## config.mk

```make
export PLATFORM = sky130hd
export DESIGN_NAME = scm_channel
export DESIGN_NICKNAME = d
export VERILOG_FILES = /design/src/scm_pkg.sv /design/src/scm_pair_buf.sv /design/src/scm_channel.sv
export SDC_FILE = /design/constraint.sdc
export NUM_CORES = 1
export LEC_CHECK = 0
export ABC_AREA = 1
export BUFFER_PORTS_ARGS = -buffer_cell sky130_fd_sc_hd__buf_2
export CAP_MARGIN = 5
export CORE_ASPECT_RATIO = 0.7
export CORE_MARGIN = 3
export CORE_UTILIZATION = 58
export CTS_CLUSTER_SIZE = 14
export DETAILED_ROUTE_END_ITERATION = 16
export GPL_TIMING_DRIVEN = 1
export PLACE_DENSITY = 0.88
export SETUP_SLACK_MARGIN = 0.3
export SYNTH_ARGS = -nofsm -noshare
export SYNTH_HDL_FRONTEND = slang
export SYNTH_SLANG_ARGS = --single-unit
```

## constraint.sdc

```tcl
create_clock -name clk -period 4.81 [get_ports clk]
set_input_delay 0.481 -clock clk [delete_from_list [all_inputs] [get_ports clk]]
set_output_delay 0.481 -clock clk [all_outputs]
set_load 0.02 [all_outputs]
```

## src/scm_pkg.sv

```systemverilog
package scm_pkg;

    // ************************************************************
    // Bus geometry and register indices
    // ************************************************************
    localparam int unsigned AW = 26;
    localparam logic [23:0] IDX_MODE = 24'hffff80;
    localparam logic [23:0] IDX_BAUD = 24'hffff81;
    localparam logic [23:0] IDX_CTRL = 24'hffff82;
    localparam logic [23:0] IDX_TXD  = 24'hffff83;
    localparam logic [23:0] IDX_STAT = 24'hffff84;
    localparam logic [23:0] IDX_RXD  = 24'hffff85;
    localparam logic [23:0] IDX_SCMR = 24'hffff86;

    // ************************************************************
    // Reset values
    // ************************************************************
    localparam logic [7:0] MODE_RST = 8'h00;
    localparam logic [7:0] BAUD_RST = 8'hff;
    localparam logic [7:0] CTRL_RST = 8'h00;
    localparam logic       SCMR_RST = 1'h0;

    // ************************************************************
    // Status bit positions
    // ************************************************************
    localparam int unsigned ST_TX_BUFFER_EMPTY_FLAG = 7;
    localparam int unsigned ST_RDRF = 6;
    localparam int unsigned ST_ORER = 5;
    localparam int unsigned ST_FER  = 4;
    localparam int unsigned ST_TX_END_FLAG = 2;

    // ************************************************************
    // Line timing counts
    // ************************************************************
    localparam logic [3:0] OS_LAST    = 4'hf;
    localparam logic [3:0] OS_MID     = 4'h7;
    localparam logic [3:0] ASYNC_BITS = 4'ha;
    localparam logic [3:0] SYNC_BITS  = 4'h8;
    localparam logic [3:0] DATA_LAST  = 4'h7;

    // ************************************************************
    // Register layouts
    // ************************************************************
    typedef struct packed {
        logic       sync_mode;
        logic [4:0] spare;
        logic       baud_clock_divider_sel_hi;
        logic       baud_clock_divider_sel_lo;
    } scm_mode_s;

    typedef struct packed {
        logic tx_int_enable;
        logic rx_int_enable;
        logic tx_enable;
        logic rx_enable;
        logic spare;
        logic tx_end_int_enable;
        logic clock_source_select_hi;
        logic clock_source_select_lo;
    } scm_ctrl_s;

    typedef enum logic [0:0] {
        TX_IDLE  = 1'b0,
        TX_SHIFT = 1'b1
    } scm_tx_e;

    typedef enum logic [1:0] {
        RX_IDLE  = 2'b00,
        RX_START = 2'b01,
        RX_DATA  = 2'b10,
        RX_STOP  = 2'b11
    } scm_rx_e;

    // Prescaler terminal count: 2 * 4^n - 1
    function automatic logic [6:0] presc_last(input logic [1:0] sel);
        unique case (sel)
            2'h0: presc_last = 7'h01;
            2'h1: presc_last = 7'h07;
            2'h2: presc_last = 7'h1f;
            2'h3: presc_last = 7'h7f;
        endcase
    endfunction : presc_last

endpackage : scm_pkg

```

## src/scm_pair_buf.sv

```systemverilog
module scm_pair_buf #(
    parameter int unsigned WIDTH = 8,
    parameter int unsigned DEPTH = 2
) (
    input  wire logic             clk,
    input  wire logic             sys_rst,
    input  wire logic             in_valid,
    output logic                  in_ready,
    input  wire logic [WIDTH-1:0] in_data,
    output logic                  out_valid,
    input  wire logic             out_ready,
    output logic      [WIDTH-1:0] out_data
);

    localparam int unsigned PW = (DEPTH > 1) ? $clog2(DEPTH) : 1;
    localparam logic [PW:0] FULL_CNT = DEPTH[PW:0];
    localparam logic [PW-1:0] LAST_PTR = PW'(DEPTH - 1);

    logic [WIDTH-1:0] mem_r [DEPTH];
    logic [PW-1:0]    wr_ptr_r;
    logic [PW-1:0]    rd_ptr_r;
    logic [PW:0]      count_r;
    logic             push;
    logic             pop;

    function automatic logic [PW-1:0] next_ptr(input logic [PW-1:0] p);
        next_ptr = (p == LAST_PTR) ? '0 : p + 1'b1;
    endfunction : next_ptr

    assign in_ready  = (count_r != FULL_CNT);
    assign out_valid = (count_r != '0);
    assign out_data  = mem_r[rd_ptr_r];
    assign push      = in_valid & in_ready;
    assign pop       = out_valid & out_ready;

    // ************************************************************
    // Storage
    // ************************************************************
    always_ff @(posedge clk)
    begin
        if (push)
            mem_r[wr_ptr_r] <= in_data;
    end

    // ************************************************************
    // Pointers and fill level
    // ************************************************************
    always_ff @(posedge clk or posedge sys_rst)
    begin
        if (sys_rst)
        begin
            wr_ptr_r <= '0;
            rd_ptr_r <= '0;
            count_r  <= '0;
        end
        else
        begin
            if (push)
                wr_ptr_r <= next_ptr(wr_ptr_r);
            if (pop)
                rd_ptr_r <= next_ptr(rd_ptr_r);
            if (push && !pop)
                count_r <= count_r + 1'b1;
            else if (pop && !push)
                count_r <= count_r - 1'b1;
        end
    end

endmodule : scm_pair_buf

```

## src/scm_channel.sv

```systemverilog
// Contract
// - Mode top bit: async or clock-synchronous
// - Two-bit clock select sets baud prescaler
// - Eight-bit divisor; 32 MHz, 31, select 0 gives 250k sync, 31.25k async
// - Control bit 7 gates transmit-empty request
// - Control bit 6 gates receive and error
// - Control bit 2 gates transmit-end request
// - Sync, upper select 0: drive clock out
// - Sync, upper select 1: clock pin input
// - Clock source field is control bits 1:0
// - Buffer-empty sets on disable or shifter load
// - Clear by 0 after read, or DMA
// - Transmit end on disable or last bit with buffer-empty set
// - Smart-card select bit leaves normal operation
module scm_channel (
    input  wire logic                  clk,
    input  wire logic                  sys_rst,
    input  wire logic [scm_pkg::AW-1:0] avs_address,
    input  wire logic                  avs_read,
    input  wire logic                  avs_write,
    input  wire logic [31:0]           avs_writedata,
    input  wire logic [3:0]            avs_byteenable,
    output logic      [31:0]           avs_readdata,
    output logic                       avs_waitrequest,
    output logic                       txd,
    input  wire logic                  rxd,
    input  wire logic                  sck_i,
    output logic                       sck_o,
    output logic                       sck_oe,
    output logic                       tx_data_empty_irq,
    output logic                       rx_full_irq,
    output logic                       rx_error_irq,
    output logic                       tx_end_irq,
    output logic                       smart_card_mode
);

    scm_pkg::scm_mode_s mode_r;
    scm_pkg::scm_ctrl_s ctrl_r;
    scm_pkg::scm_tx_e   tx_st_r;
    scm_pkg::scm_rx_e   rx_st_r;
    logic [7:0]  baud_div_r;
    logic        smart_r;
    logic        ack_r;
    logic [7:0]  rd_byte_r;
    logic [7:0]  rd_byte;
    logic [23:0] word_idx;
    logic        aligned;
    logic        sel_mode, sel_baud, sel_ctrl, sel_txd, sel_stat, sel_rxd, sel_scmr;
    logic        go;
    logic        wr_ok;
    logic [7:0]  wbyte;
    logic        buf_in_ready, buf_out_valid, buf_pop;
    logic [7:0]  buf_data;
    logic [6:0]  pre_cnt_r;
    logic [7:0]  div_cnt_r;
    logic        tick;
    logic [2:0]  rxd_s_r, sck_s_r;
    logic        rxd_lvl_r, sck_lvl_r, sck_prev_r;
    logic        sck_r;
    logic        ext_clk, sync_on, int_run;
    logic        sck_fall, sck_rise;
    logic [9:0]  tx_sh_r;
    logic [3:0]  tx_cnt_r, tx_os_r;
    logic        txd_r;
    logic        tx_load, tx_step, tx_done;
    logic [7:0]  rx_sh_r;
    logic [3:0]  rx_cnt_r, rx_os_r;
    logic        rx_done_r, rx_ferr_r;
    logic [7:0]  rdr_r;
    logic        tx_buffer_empty_flag_r, rdrf_r, orer_r, fer_r, tx_end_flag_r;
    logic [7:0]  seen_r;
    logic [7:0]  stat;
    logic [7:0]  clr;
    logic        dma_clr;

    // ************************************************************
    // Avalon-MM slave
    // ************************************************************
    assign word_idx = avs_address[scm_pkg::AW-1:2];
    assign aligned  = (avs_address[1:0] == 2'h0);
    assign sel_mode = aligned & (word_idx == scm_pkg::IDX_MODE);
    assign sel_baud = aligned & (word_idx == scm_pkg::IDX_BAUD);
    assign sel_ctrl = aligned & (word_idx == scm_pkg::IDX_CTRL);
    assign sel_txd  = aligned & (word_idx == scm_pkg::IDX_TXD);
    assign sel_stat = aligned & (word_idx == scm_pkg::IDX_STAT);
    assign sel_rxd  = aligned & (word_idx == scm_pkg::IDX_RXD);
    assign sel_scmr = aligned & (word_idx == scm_pkg::IDX_SCMR);

    assign go    = (avs_read | avs_write) & ~ack_r & ~(avs_write & sel_txd & ~buf_in_ready);
    assign wr_ok = ack_r & avs_write & avs_byteenable[0];
    assign wbyte = avs_writedata[7:0];
    assign avs_waitrequest = ~ack_r;
    assign avs_readdata    = {24'h000000, rd_byte_r};

    assign stat = {tx_buffer_empty_flag_r, rdrf_r, orer_r, fer_r, 1'h0, tx_end_flag_r, 2'h0};

    always_comb
    begin
        rd_byte = 8'h00;
        if (sel_mode)
            rd_byte = mode_r;
        else if (sel_baud)
            rd_byte = baud_div_r;
        else if (sel_ctrl)
            rd_byte = ctrl_r;
        else if (sel_stat)
            rd_byte = stat;
        else if (sel_rxd)
            rd_byte = rdr_r;
        else if (sel_scmr)
            rd_byte = {7'h00, smart_r};
    end

    always_ff @(posedge clk or posedge sys_rst)
    begin
        if (sys_rst)
        begin
            ack_r     <= 1'h0;
            rd_byte_r <= 8'h00;
        end
        else
        begin
            ack_r <= go;
            if (go)
                rd_byte_r <= avs_read ? rd_byte : 8'h00;
        end
    end

    always_ff @(posedge clk or posedge sys_rst)
    begin
        if (sys_rst)
        begin
            mode_r     <= scm_pkg::MODE_RST;
            baud_div_r <= scm_pkg::BAUD_RST;
            ctrl_r     <= scm_pkg::CTRL_RST;
            smart_r    <= scm_pkg::SCMR_RST;
        end
        else if (wr_ok)
        begin
            if (sel_mode)
                mode_r <= wbyte;
            if (sel_baud)
                baud_div_r <= wbyte;
            if (sel_ctrl)
                ctrl_r <= wbyte;
            if (sel_scmr)
                smart_r <= wbyte[0];
        end
    end

    // ************************************************************
    // Transmit holding buffer
    // ************************************************************
    scm_pair_buf #(
        .WIDTH (8),
        .DEPTH (2)
    ) u_tx_buf (
        .clk       (clk),
        .sys_rst   (sys_rst),
        .in_valid  (wr_ok & sel_txd),
        .in_ready  (buf_in_ready),
        .in_data   (wbyte),
        .out_valid (buf_out_valid),
        .out_ready (buf_pop),
        .out_data  (buf_data)
    );

    // ************************************************************
    // Baud generator
    // ************************************************************
    assign tick = (ctrl_r.tx_enable | ctrl_r.rx_enable) & (div_cnt_r == baud_div_r)
                & (pre_cnt_r == scm_pkg::presc_last({mode_r.baud_clock_divider_sel_hi,
                                                     mode_r.baud_clock_divider_sel_lo}));

    always_ff @(posedge clk or posedge sys_rst)
    begin
        if (sys_rst)
        begin
            pre_cnt_r <= 7'h00;
            div_cnt_r <= 8'h00;
        end
        else if (!(ctrl_r.tx_enable | ctrl_r.rx_enable))
        begin
            pre_cnt_r <= 7'h00;
            div_cnt_r <= 8'h00;
        end
        else if (pre_cnt_r == scm_pkg::presc_last({mode_r.baud_clock_divider_sel_hi,
                                                   mode_r.baud_clock_divider_sel_lo}))
        begin
            pre_cnt_r <= 7'h00;
            div_cnt_r <= tick ? 8'h00 : div_cnt_r + 8'h01;
        end
        else
            pre_cnt_r <= pre_cnt_r + 7'h01;
    end

    // ************************************************************
    // Pin synchronisers
    // ************************************************************
    always_ff @(posedge clk or posedge sys_rst)
    begin
        if (sys_rst)
        begin
            rxd_s_r    <= 3'h7;
            sck_s_r    <= 3'h7;
            rxd_lvl_r  <= 1'h1;
            sck_lvl_r  <= 1'h1;
            sck_prev_r <= 1'h1;
        end
        else
        begin
            rxd_s_r    <= {rxd_s_r[1:0], rxd};
            sck_s_r    <= {sck_s_r[1:0], sck_i};
            sck_prev_r <= sck_lvl_r;
            if (rxd_s_r[1] == rxd_s_r[2])
                rxd_lvl_r <= rxd_s_r[2];
            if (sck_s_r[1] == sck_s_r[2])
                sck_lvl_r <= sck_s_r[2];
        end
    end

    // ************************************************************
    // Serial clock
    // ************************************************************
    assign sync_on = mode_r.sync_mode & ~smart_r;
    assign ext_clk = ctrl_r.clock_source_select_hi;
    assign int_run = (tx_st_r == scm_pkg::TX_SHIFT)
                   | (ctrl_r.rx_enable & ~ctrl_r.tx_enable & ~rdrf_r);
    assign sck_oe  = mode_r.sync_mode & ~ext_clk;
    assign sck_o   = sck_r;
    assign sck_fall = sync_on & (ext_clk ? (sck_prev_r & ~sck_lvl_r)
                                         : (tick & sck_r & int_run));
    assign sck_rise = sync_on & (ext_clk ? (~sck_prev_r & sck_lvl_r)
                                         : (tick & ~sck_r));

    always_ff @(posedge clk or posedge sys_rst)
    begin
        if (sys_rst)
            sck_r <= 1'h1;
        else if (!sync_on || ext_clk)
            sck_r <= 1'h1;
        else if (tick && (int_run || !sck_r))
            sck_r <= ~sck_r;
    end

    // ************************************************************
    // Transmitter
    // ************************************************************
    assign tx_load = (tx_st_r == scm_pkg::TX_IDLE) & ctrl_r.tx_enable & ~smart_r
                   & buf_out_valid;
    assign buf_pop = tx_load;
    assign tx_step = sync_on ? sck_fall : (tick & (tx_os_r == scm_pkg::OS_LAST));
    assign tx_done = (tx_st_r == scm_pkg::TX_SHIFT)
                   & (sync_on ? (sck_rise & (tx_cnt_r == scm_pkg::SYNC_BITS))
                              : (tx_step & (tx_cnt_r == scm_pkg::ASYNC_BITS)));
    assign txd = txd_r;

    always_ff @(posedge clk or posedge sys_rst)
    begin
        if (sys_rst)
        begin
            tx_st_r  <= scm_pkg::TX_IDLE;
            tx_sh_r  <= 10'h3ff;
            tx_cnt_r <= 4'h0;
            tx_os_r  <= 4'h0;
            txd_r    <= 1'h1;
        end
        else
        begin
            unique case (tx_st_r)
                scm_pkg::TX_IDLE:
                begin
                    txd_r <= 1'h1;
                    if (tx_load)
                    begin
                        tx_sh_r  <= sync_on ? {2'h3, buf_data} : {1'h1, buf_data, 1'h0};
                        tx_cnt_r <= 4'h0;
                        tx_os_r  <= 4'h0;
                        tx_st_r  <= scm_pkg::TX_SHIFT;
                    end
                end
                scm_pkg::TX_SHIFT:
                begin
                    if (!ctrl_r.tx_enable || smart_r)
                        tx_st_r <= scm_pkg::TX_IDLE;
                    else if (tx_done)
                        tx_st_r <= scm_pkg::TX_IDLE;
                    else if (tx_step)
                    begin
                        txd_r    <= tx_sh_r[0];
                        tx_sh_r  <= {1'h1, tx_sh_r[9:1]};
                        tx_cnt_r <= tx_cnt_r + 4'h1;
                    end
                    if (tick)
                        tx_os_r <= tx_os_r + 4'h1;
                end
            endcase
        end
    end

    // ************************************************************
    // Receiver
    // ************************************************************
    always_ff @(posedge clk or posedge sys_rst)
    begin
        if (sys_rst)
        begin
            rx_st_r   <= scm_pkg::RX_IDLE;
            rx_sh_r   <= 8'h00;
            rx_cnt_r  <= 4'h0;
            rx_os_r   <= 4'h0;
            rx_done_r <= 1'h0;
            rx_ferr_r <= 1'h0;
        end
        else
        begin
            rx_done_r <= 1'h0;
            rx_ferr_r <= 1'h0;
            if (!ctrl_r.rx_enable || smart_r)
            begin
                rx_st_r  <= scm_pkg::RX_IDLE;
                rx_cnt_r <= 4'h0;
            end
            else if (sync_on)
            begin
                if (sck_rise)
                begin
                    rx_sh_r  <= {rxd_lvl_r, rx_sh_r[7:1]};
                    rx_cnt_r <= (rx_cnt_r == scm_pkg::DATA_LAST) ? 4'h0 : rx_cnt_r + 4'h1;
                    rx_done_r <= (rx_cnt_r == scm_pkg::DATA_LAST);
                end
            end
            else
            begin
                if (tick)
                    rx_os_r <= rx_os_r + 4'h1;
                unique case (rx_st_r)
                    scm_pkg::RX_IDLE:
                    begin
                        rx_os_r <= 4'h0;
                        if (!rxd_lvl_r)
                            rx_st_r <= scm_pkg::RX_START;
                    end
                    scm_pkg::RX_START:
                        if (tick && rx_os_r == scm_pkg::OS_MID)
                        begin
                            rx_os_r  <= 4'h0;
                            rx_cnt_r <= 4'h0;
                            rx_st_r  <= rxd_lvl_r ? scm_pkg::RX_IDLE : scm_pkg::RX_DATA;
                        end
                    scm_pkg::RX_DATA:
                        if (tick && rx_os_r == scm_pkg::OS_LAST)
                        begin
                            rx_sh_r  <= {rxd_lvl_r, rx_sh_r[7:1]};
                            rx_cnt_r <= rx_cnt_r + 4'h1;
                            if (rx_cnt_r == scm_pkg::DATA_LAST)
                                rx_st_r <= scm_pkg::RX_STOP;
                        end
                    scm_pkg::RX_STOP:
                        if (tick && rx_os_r == scm_pkg::OS_LAST)
                        begin
                            rx_done_r <= 1'h1;
                            rx_ferr_r <= ~rxd_lvl_r;
                            rx_st_r   <= scm_pkg::RX_IDLE;
                        end
                endcase
            end
        end
    end

    // ************************************************************
    // Status flags
    // ************************************************************
    assign dma_clr = wr_ok & sel_txd & ctrl_r.tx_int_enable & tx_buffer_empty_flag_r;

    always_comb
    begin
        clr = 8'h00;
        if (wr_ok && sel_stat)
            clr = seen_r & ~wbyte;
    end

    always_ff @(posedge clk or posedge sys_rst)
    begin
        if (sys_rst)
        begin
            tx_buffer_empty_flag_r <= 1'h1;
            tx_end_flag_r <= 1'h1;
            rdrf_r <= 1'h0;
            orer_r <= 1'h0;
            fer_r  <= 1'h0;
            seen_r <= 8'h00;
            rdr_r  <= 8'h00;
        end
        else
        begin
            if (!ctrl_r.tx_enable || tx_load)
                tx_buffer_empty_flag_r <= 1'h1;
            else if (clr[scm_pkg::ST_TX_BUFFER_EMPTY_FLAG] || dma_clr)
                tx_buffer_empty_flag_r <= 1'h0;
            if (!ctrl_r.tx_enable || (tx_done && tx_buffer_empty_flag_r))
                tx_end_flag_r <= 1'h1;
            else if (clr[scm_pkg::ST_TX_BUFFER_EMPTY_FLAG] || dma_clr)
                tx_end_flag_r <= 1'h0;
            if (rx_done_r && !rdrf_r)
            begin
                rdrf_r <= 1'h1;
                rdr_r  <= rx_sh_r;
            end
            else if (clr[scm_pkg::ST_RDRF])
                rdrf_r <= 1'h0;
            if (rx_done_r && rdrf_r)
                orer_r <= 1'h1;
            else if (clr[scm_pkg::ST_ORER])
                orer_r <= 1'h0;
            if (rx_ferr_r)
                fer_r <= 1'h1;
            else if (clr[scm_pkg::ST_FER])
                fer_r <= 1'h0;
            if (ack_r && avs_read && sel_stat)
                seen_r <= stat;
            else
                seen_r <= seen_r & ~clr;
        end
    end

    // ************************************************************
    // Request outputs
    // ************************************************************
    assign tx_data_empty_irq = ctrl_r.tx_int_enable & tx_buffer_empty_flag_r;
    assign rx_full_irq       = ctrl_r.rx_int_enable & rdrf_r;
    assign rx_error_irq      = ctrl_r.rx_int_enable & (orer_r | fer_r);
    assign tx_end_irq        = ctrl_r.tx_end_int_enable & tx_end_flag_r;
    assign smart_card_mode   = smart_r;

endmodule : scm_channel

```

==> results.md, run 1 <==
- Max Slew Vio Count: 0
- Reg area: 0.00350 mm2
- GP Congestion: 0.983
- Sw Ratio: 0.236
- Netlist cell types: 48
- Post-Synth XOR/XNOR Area: 0.0182
- Startpoint Class: register
- Post-Layout Inst Area: slightly above 0.008 mm2
- Setup_tns: 0 ns
- Largest family of logic cells by synthesized area: simple AND/OR/NAND/NOR gates
- Post-synthesis mux area share: 0.0140
- Slew margin rel.: 0.399
- Worst EP required: 5.16 ns
- RR Startpoint: tx_st_r
- Hold buffers post-CTS: 0
- Critical path capture point type: register
- Status: finished clean
- H-tree level count: 4
- CTS max path bufs: 2
- Pwr Total: 2.49 mW
- Via count: 6245
- Worst r2r path cells: 6
- Fillers: about 870
- Initial antenna violation count: 1
- Most frequent cells in the layout: nand2_1 (188), inv_1 (120), dfrtp_1 (89)
- Worst-path clk slew: ~0.06 ns
- Final period utilization: 0.541
- Max Clk Rate: 384 MHz
- Max IR drop VDD: 260 uV
- Post-synthesis sequential area ratio: 0.484
- Share of power burned in registers: 0.470
- Max-Cap Viols: 0
- Mapped Cells: 880
- Final wirelength: 17.8 mm
- Cell area power density: 307 mW/mm2
- Dpl cell area: approximately 0.0075 mm2
- Worst-skew pair later-pin latency: 0.42 ns
- Nets: 1023
- DRT iter0 DRCs: between 700 and 800
- Starting Density: 0.605
- Post-synth EDFFs: 16
- Critical path class: register to register
- CTS buffer count: 17
- Worst setup margin: 2.21 ns
- Area Overhead vs Synth: 12.1%
- Worst slew pin tran: 0.895 ns
- Final cell count without fillers: about 1100
- P_leak: around 4 nW
- Syn Area/Cell: about 8.2 um2
- Async set-reset flop share out of synthesis: 0.881
- Vias in the first global route: 5807
- Logic pwr share: 0.036
- Initial DRT Pass Iterations: 6
- FP Rows: 33
- R2r endpoint: tx_cnt_r[2]
- Total I/O pin count: 109
- GRT Total Usage: 0.262
- Core Box Area: roughly 0.012 mm2
- Die Y: 99.4 um
- Crit path max fanout: 17
- Die ar.: 0.0139 mm2
- Top_reg_cell synth: dfrtp_1
- Syn. warnings: 0
- Total grt overflow: 0
- N_diodes: 0
- CTS sink cnt: 135
- #FFs+latches synth: approximately 140
- Routed length per instance: 16.0 um
- Cells after DPL: 1080
- Post-Synth Adder-Cell Area: 0.0253
- Layout cells sized above 1: 0.152
- Cell Area, Synth: 0.00722 mm2
- Psw: 0.589 mW
- Setup Buffers After CTS: 0
- Clk_skew: 0.0124 ns
- Post-synthesis simple-gate area fraction: 0.264
- Worst endpoint data arrival time: 2.95 ns
- Internal power: 1.90 mW
- Multi-input gate area: 0.00307 mm2
- Post-CTS sizing: 0
- R2r setup slk: 2.21 ns
- CTS tree: built
- HP Class: input port to async pin
- RSZ-0062 raised after global routing: false
- Clock share of power: 0.494
- Port buffer count: 57
- Final Critical Period: around 2.6 ns
- Root Driver: clkbuf_16
- Post-synthesis compound-gate area fraction: 0.0920
- Post-DP HPWL: 12.6 mm
- Number of setup violations in the final report: 0
- Drt via density: about 5.6
- First-pass GRT wire length: 28.9 mm
- Setup WS pre-CTS: about 1.9 ns
- DRC: 0
- Largest net degree at the start of global routing: 46
- Horiz. Die Dim: 139 um
- Antenna Violating Nets Remaining: 0
- Most common cell after layout, fill and taps aside: nand2_1
- Final Hold Vio Count: 0
==> synth_stat cells, drive strengths merged, types with 2 or more instances <==
library cell  number  area (um2)
maj3               2        20.0
nand2            194         758
nand3             74         405
nor3              18        95.1
o221ai             7        61.3
xnor2              7        61.3
o22ai              4        25.0
nor3b              4        30.0
and3               2        12.5
a21oi             34         170
inv              126         473
edfxtp            16         480
xor2               8        70.1
nand4             31         194
ha                13         163
mux2i              9        90.1
dfstp             30         788
or2                2        12.5
buf               32         238
a31oi              2        12.5
nor2              91         362
o21ai             66         330
clkbuf             7        26.3
dfrtp             89        2230
o211ai             3        41.3
==> flip-flops by register name, indices dropped and copies added, names as in the netlist, 8 cells and up <==
signal / cells
tx_sh_r: 9
mode_r: 8
u_tx_buf.mem_r: 16
rdr_r: 8
rd_byte_r: 8
rx_sh_r: 8
baud_div_r: 8
div_cnt_r: 8
==> power groups by stage <==
stage          registers [mW]  clock network, mW  logic [mW]
2_1_floorplan            1.19                  0      0.0679
3_3_place_gp             1.19                  0      0.0881
3_5_place_dp             1.19                  0      0.0899
4_1_cts                  1.17               1.24      0.0902
5_1_grt                  1.17               1.29       0.102
6_report                 1.17               1.23      0.0900
==> critical path, cell delays in order (launching register included) <==
cell and delay (ns):
dfrtp_1 0.73, clkinv_1 0.50, o211ai_2 0.36, nand2_1 0.46
nand2_4 0.31, nand2_1 0.09, nand2_1 0.07
==> cells by family (layout without fill, tap and decap cells) <==
family / Yosys count / count (layout)
compound gates: 119 / 119
flops: 135 / 135
fa+ha+maj: 15 / 15
simple gates: 419 / 419
other cells: 1 / 24
mux: 10 / 10
xor+xnor: 15 / 15
buf+inv: 166 / 218
==> worst max path at each step <==
stage | start | end | slack (ns) | depth (start not counted)
after detailed placement | avs_address[18] | u_tx_buf.mem_r[0][4] | 1.88 | 9
after floorplan | sys_rst | ack_r | 1.22 | 1
after global routing | tx_st_r | tx_cnt_r[2] | 2.02 | 6
after CTS | tx_st_r | tx_cnt_r[2] | 2.29 | 6
after global placement | avs_address[18] | u_tx_buf.mem_r[0][1] | 1.98 | 9
final | tx_st_r | tx_cnt_r[2] | 2.21 | 6
==> cell type report <==
type	count	share of cell area
clock buffer	19	0.0534
clock inverter	13	0.0151
inverter	127	0.0592
multi-input combinational	602	0.379
sequential	135	0.432
tap	157	0.0242
timing repair buffer	59	0.0371
==> routing by layer <==
metal | GRT usage | part of all wire | vias up | wire length (um)
li1 | - | - | 2962 | -
met1 | 0.372 | 0.44 | 2905 | 7910
met2 | 0.395 | 0.44 | 344 | 7900
met3 | 0.0788 | 0.099 | 34 | 1770
met4 | 0.0744 | 0.014 | 0 | 245
met5 | 0 | 0 | - | 0
==> stage by stage <==
step / util / hold WS (ns)
2_1_floorplan: - / 0.345
3_3_place_gp: 0.632 / 0.347
3_5_place_dp: 0.632 / 0.350
4_1_cts: 0.679 / 0.129
5_1_grt: 0.679 / 0.147
6_report: 0.679 / 0.118
(Power assumes the default switching activity.)
==> run 2, diff against run 1 <==
CORE_UTILIZATION = 52   (was 58)
PLACE_DENSITY = 0.84   (was 0.88)
clock period = 2.19 ns   (was 4.81 ns; I/O delays follow)
==> run 2 against run 1 <==
Clock power is 140% higher. Flip-flop and latch count stayed put. Worst hold slack worse by 0.10 ns. Critical path depth is 5 higher. Combinational power grew to 2.5 times the previous value. Highest routed layer is now met5.
==> results.md, run 2 (synthesis gave the netlist of run 1 again) <==
- Status: finished clean
- Logic pwr share: 0.039 (+0.003)
- Worst-path clk slew: 0.06 ns (about the same)
- Core Box Area: 0.0134 mm2 (+12%)
- N_diodes: 0 (unchanged)
- Top flop regs: u_tx_buf.mem_r: 16 flops, tx_sh_r: 9 flops
- Max IR drop VDD: 553 uV (+110%)
- Slew margin rel.: 0.641 (+0.242)
- Most frequent cells in the layout: nand2_1 (162), inv_1 (113), dfrtp_1 (86)
- Critical path capture point type: register
- Starting Density: 0.541 (-0.0645)
- Die ar.: 0.0154 mm2 (+11%)
- CTS max path bufs: 2 (unchanged)
- HP Class: input port to register
- Worst-skew pair later-pin latency: 0.43 ns (about the same)
- Most common cell after layout, fill and taps aside: nand2_1
- Psw: 1.34 mW (+130%)
- Setup_tns: 0 ns (unchanged)
- R2r setup slk: 0.05 ns (-2.16 ns)
- Number of setup violations in the final report: 0 (unchanged)
- Critical path class: register to register
- DRC: 0 (unchanged)
- Port buffer count: 57 (unchanged)
- Max Slew Vio Count: 0 (unchanged)
- Total I/O pin count: 109 (unchanged)
- Layout cells sized above 1: 0.263 (+0.111)
- CTS sink cnt: 135 (unchanged)
- Die Y: 105 um (+5.3%)
- Hold_sp: avs_writedata[6]
- Largest net degree at the start of global routing: 44 (-4.3%)
- R2r endpoint: tx_sh_r[0]
- Largest register FFs: 16 (unchanged)
- GRT Total Usage: 0.252 (-0.0102)
- CTS buffer count: 17 (unchanged)
- Internal power: 4.43 mW (+130%)
- Clock share of power: 0.515 (+0.021)
- Max Clk Rate: 467 MHz (+21%)
- Hold endpoint: u_tx_buf.mem_r[1][6]
- Drt via density: 5.59 (-0.47%)
- Horiz. Die Dim: 147 um (+5.4%)
- Initial DRT Pass Iterations: 5 (-1)
- Fillers: 985 (+13%)
- Routed length per instance: 17.0 um (+5.9%)
- Crit path max fanout: 7 (-10)
- Worst EP required: 2.56 ns (-2.60 ns)
- GP Congestion: 0.975 (-0.78%)
- Hold path depth: 1
- Largest reg by FF count: u_tx_buf.mem_r
- Root Driver: clkbuf_16
- DRT iter0 DRCs: 762 (-3.2%)
- RSZ-0062 raised after global routing: true
- FP Rows: 35 (+6.1%)
- Worst endpoint data arrival time: 2.51 ns (-0.44 ns)
- Worst r2r path cells: 11 (+5)
- CTS tree: built
- Final Hold Vio Count: 0 (unchanged)
- P_leak: 4.37 nW (+12%)
- Share of power burned in registers: 0.446 (-0.024)
- Pwr Total: 5.77 mW (+130%)
- Max-Cap Viols: 0 (unchanged)
- Via count: 6730 (+7.8%)
- Final wirelength: 20.4 mm (+15%)
- Total grt overflow: 0 (unchanged)
- Area Overhead vs Synth: 26.4%
- Vias in the first global route: 6210 (+6.9%)
- Cell area power density: 632 mW/mm2 (+110%)
- RR Startpoint: mode_r[7]
- Final Critical Period: 2.14 ns (-0.458 ns)
- Startpoint Class: register
- Post-DP HPWL: 13.0 mm (+3.9%)
- Initial antenna violation count: 1 (unchanged)
- Sw Ratio: 0.233 (-0.00383)
- Nets: 1087 (+6.3%)
- Clk_skew: 0.0107 ns (-0.00167 ns)
- Antenna Violating Nets Remaining: 0 (unchanged)
- Layout Utilization: 0.683 (+0.00453)
- H-tree level count: 4 (unchanged)
- Final period utilization: 0.979 (+0.438)
- Worst slew pin tran: 0.538 ns (-0.356 ns)
- First-pass GRT wire length: 31.0 mm (+7.1%)
[run 2: final cells by class]
type | count | area, um2 | share of cell area
clock buffer | 18 | 429 | 0.0470
timing repair buffer | 121 | 875 | 0.0958
tap | 185 | 231 | 0.0254
sequential | 135 | 3500 | 0.383
clock inverter | 14 | 174 | 0.0191
inverter | 127 | 492 | 0.0539
multi-input combinational | 604 | 3430 | 0.376
[run 2: through the flow]
step / cell area, um2 / setup WS, ns / hold WS, ns / cells
2_1_floorplan: 7310 / 0.340 / 0.223 / 903
3_3_place_gp: 7840 / 0.0998 / 0.274 / 1139
5_1_grt: 9130 / -0.0396 / 0.00719 / 1204
6_report: 9130 / 0.0470 / 0.0144 / 1204
4_1_cts: 8720 / 0.177 / 0.00244 / 1191
3_5_place_dp: 7840 / 0.0450 / 0.272 / 1139
[run 2: power by group through the flow]
stage               clock network, mW  registers (mW)  logic (mW)
global placement                    0            2.62       0.209
floorplan                           0            2.61       0.150
global route                     3.12            2.57       0.253
CTS                              2.98            2.57       0.223
finish                           2.97            2.57       0.227
detailed placement                  0            2.62       0.211
[run 2: layer usage]
metal,global-route usage,up-vias,wire length [um]
met2,0.380,358,9570
met1,0.359,3215,8570
met3,0.0655,55,1800
met4,0.0765,2,469
met5,0,-,12
li1,-,3100,-
[run 2: how the worst max path moves through the flow]
| stage | start | endpoint | slack (ns) | cells past startpoint |
|---|---|---|---|---|
| final | mode_r[7] | tx_sh_r[0] | 0.05 | 11 |
| after floorplan | avs_address[19] | u_tx_buf.count_r[1] | 0.34 | 12 |
| after global routing | baud_div_r[2] | tx_sh_r[0] | -0.04 | 15 |
| after CTS | baud_div_r[2] | tx_sh_r[8] | 0.18 | 15 |
| after global placement | avs_address[19] | u_tx_buf.count_r[1] | 0.1 | 13 |
| after detailed placement | avs_address[19] | u_tx_buf.count_r[1] | 0.05 | 13 |
[run 2: critical path, stage by stage (launching register included)]
cell and delay, ns:
dfrtp_2 0.48, inv_1 0.14, nor2_1 0.27, nand3_1 0.12
a21oi_1 0.22, nand3_4 0.12, nand3_4 0.11, nand3_4 0.13
buf_12 0.16, nand2_4 0.09, nand3_1 0.13, nand2_2 0.10
[run 2: what timing repair did]
action	in CTS	in global routing
cloned	2	0
hold buffers	8	1
pin swaps	15	34
setup buffers	10	12
gates resized for setup	33	85
endpoints found under the hold margin	17	2
endpoints found under the setup margin	45	61
==> run 3, diff against run 2 <==
BUFFER_PORTS_ARGS = unset   (was -buffer_cell sky130_fd_sc_hd__buf_2)
CORE_UTILIZATION = 58   (was 52)
DONT_BUFFER_PORTS = 1   (was unset)
PLACE_DENSITY = 0.83   (was 0.84)
==> run 3 against run 2 <==
Global-route usage grew 3.5 points. Combinational power shrank 20%. Sequential power is essentially flat. Largest power group unchanged. First-iteration DRC count grew 18%. Critical path depth is the same. Final cell count shrank 8.6%. Register-to-register slack gained 0.07 ns.
==> results.md, run 3 (synthesis gave the netlist of run 1 again) <==
- Share of power burned in registers: 0.449 (+0.003)
- Final period utilization: 0.944 (-0.0342)
- Final wirelength: 19.9 mm (-2.7%)
- Critical path capture point type: register
- Layout cells sized above 1: 0.182 (-0.0808)
- First-pass GRT wire length: 31.4 mm (+1.2%)
- Slowest cell on the critical path: dfrtp_1
- Routed length per instance: 18.1 um (+6.4%)
- Initial DRT Pass Iterations: 9 (+4)
- Clock share of power: 0.519 (+0.004)
- Worst path bufs/invs: 3 (+1)
- Internal power: 4.42 mW (-0.17%)
- FP Rows: 33 (-5.7%)
- Status: finished clean
- CTS tree: built
- Largest reg by FF count: u_tx_buf.mem_r
- Largest stage delay on the critical path: 0.52 ns (+0.04 ns)
- Number of setup violations in the final report: 0 (unchanged)
- Die Y: 99.4 um (-5.0%)
- Starting Density: 0.605 (+0.0645)
- Port buffer count: 0 (-100%)
- Top flop regs: u_tx_buf.mem_r: 16 flops, tx_sh_r: 9 flops
- Max Clk Rate: 484 MHz (+3.6%)
- CTS sink cnt: 135 (unchanged)
- Total I/O pin count: 109 (unchanged)
- DRT iter0 DRCs: 900 (+18%)
- Core Box Area: 0.0119 mm2 (-11%)
- Critical path class: register to register
- Antenna Violating Nets Remaining: 0 (unchanged)
- Max Slew Vio Count: 0 (unchanged)
- Die ar.: 0.0139 mm2 (-9.8%)
- Final Critical Period: 2.07 ns (-0.0748 ns)
- Worst-skew pair later-pin latency: 0.43 ns (about the same)
- Area Overhead vs Synth: 18.2%
- Cell area power density: 671 mW/mm2 (+6.1%)
- Root Driver: clkbuf_16
- Setup_tns: 0 ns (unchanged)
- Crit path max-delay family: simple AND/OR/NAND/NOR gates
- Crit path max fanout: 8 (+1)
- Post-DP HPWL: 12.4 mm (-4.6%)
- CTS buffer count: 17 (unchanged)
- Max-Cap Viols: 0 (unchanged)
- Via count: 6353 (-5.6%)
- H-tree level count: 4 (unchanged)
- Most common cell after layout, fill and taps aside: nand2_1
- RSZ-0062 raised after global routing: true
- Total grt overflow: 0 (unchanged)
- Initial antenna violation count: 1 (unchanged)
- Worst endpoint data arrival time: 2.43 ns (-0.08 ns)
- Horiz. Die Dim: 139 um (-5.1%)
- Worst slew pin tran: 0.603 ns (+0.0650 ns)
- GP Congestion: 0.977 (+0.17%)
- Slew margin rel.: 0.597 (-0.0434)
- GRT Total Usage: 0.287 (+0.0354)
- Nets: 1012 (-6.9%)
- Logic pwr share: 0.032 (-0.007)
- Largest net degree at the start of global routing: 60 (+36%)
- Worst-path clk slew: 0.06 ns (about the same)
- Psw: 1.31 mW (-2.4%)
- Final Hold Vio Count: 0 (unchanged)
- CTS max path bufs: 2 (unchanged)
- N_diodes: 0 (unchanged)
- P_leak: 3.97 nW (-9.0%)
- Clk_skew: 0.00846 ns (-0.00227 ns)
- WHS: 0.0199 ns (+0.00559 ns)
- Sw Ratio: 0.229 (-0.00392)
- Largest register FFs: 16 (unchanged)
- Worst EP required: 2.55 ns (about the same)
- HP Class: input port to register
- Most frequent cells in the layout: nand2_1 (172), inv_1 (115), dfrtp_1 (86)
- Crit-path cells: inv_1, nand2_2, inv_1, nor3_1, nand3_1, nand3_2, nand3_4, buf_6, nand2_4, nand3_2, nand2_1
- Startpoint Class: register
- Vias in the first global route: 6167 (-0.69%)
- DRC: 0 (unchanged)
- Drt via density: 5.77 (+3.2%)
- Max IR drop VDD: 643 uV (+16%)
==> run 3: changes by cell type in the layout (fill, tap and decap cells not counted), moves of 4 or more <==
cell	before	now
buf_6	13	3
buf_2	57	0
nor3_1	11	15
nand2_2	21	14
nand2_1	162	172
inv_4	4	0
o21ai_1	15	10
nor3_2	7	1
buf_4	39	29
o21ai_0	47	55
==> run 3: metrics by stage <==
step / cell area [um2] / cells / utilization / setup slack [ns] / power, mW
2_1_floorplan: 7310 / 903 / - / 0.340 / 2.76
3_3_place_gp: 7440 / 1044 / 0.624 / 0.116 / 2.77
3_5_place_dp: 7440 / 1044 / 0.624 / 0.0637 / 2.77
4_1_cts: 8390 / 1097 / 0.703 / 0.200 / 5.73
5_1_grt: 8540 / 1101 / 0.716 / 0.0487 / 5.87
6_report: 8540 / 1101 / 0.716 / 0.122 / 5.73
==> run 3: final timing paths <==
kind	cells after the start	from	slack [ns]	end
min reg2reg	0	rxd_s_r[0]	0.36	rxd_s_r[1]
max reg2reg	11	smart_card_mode	0.12	tx_sh_r[6]
max in group asynchronous	3	sys_rst	1.31	sck_s_r[2]
min	2	avs_writedata[0]	0.02	ctrl_r[0]
max	11	smart_card_mode	0.12	tx_sh_r[6]
min in group asynchronous	2	sys_rst	0.23	seen_r[5]
==> run 3: area by class of cell <==
cell class	count	area (um2)
Clock buffer	20	478
Fill cell	819	3390
Sequential cell	135	3500
Tap cell	157	196
Inverter	127	480
Clock inverter	12	141
Multi-Input combinational cell	605	3340
Timing Repair Buffer	45	402
==> run 3: power groups by stage <==
stage                     registers, mW  clock network, mW  logic [mW]
final                              2.57               2.98       0.182
after global routing               2.57               3.10       0.203
after CTS                          2.57               2.98       0.173
after detailed placement           2.62                  0       0.153
after global placement             2.62                  0       0.152
after floorplan                    2.61                  0       0.150
==> run 3: per-layer routing <==
metal / share of wire / vias to the layer above / GRT usage
met2: 0.45 / 380 / 0.443
met3: 0.10 / 59 / 0.0769
met4: 0.029 / 2 / 0.127
met5: 0.00045 / - / 0
li1: - / 2947 / -
met1: 0.41 / 2965 / 0.386
==> run 3: timing repair <==
action / CTS / global route
resized for setup: 36 / 34
gates cloned: 3 / 0
endpoints found under the setup margin: 43 / 53
buffers inserted: 7 / 4
hold endpoints to repair: 108 / 0
hold buffers: 11 / 0
pin swaps: 9 / 12
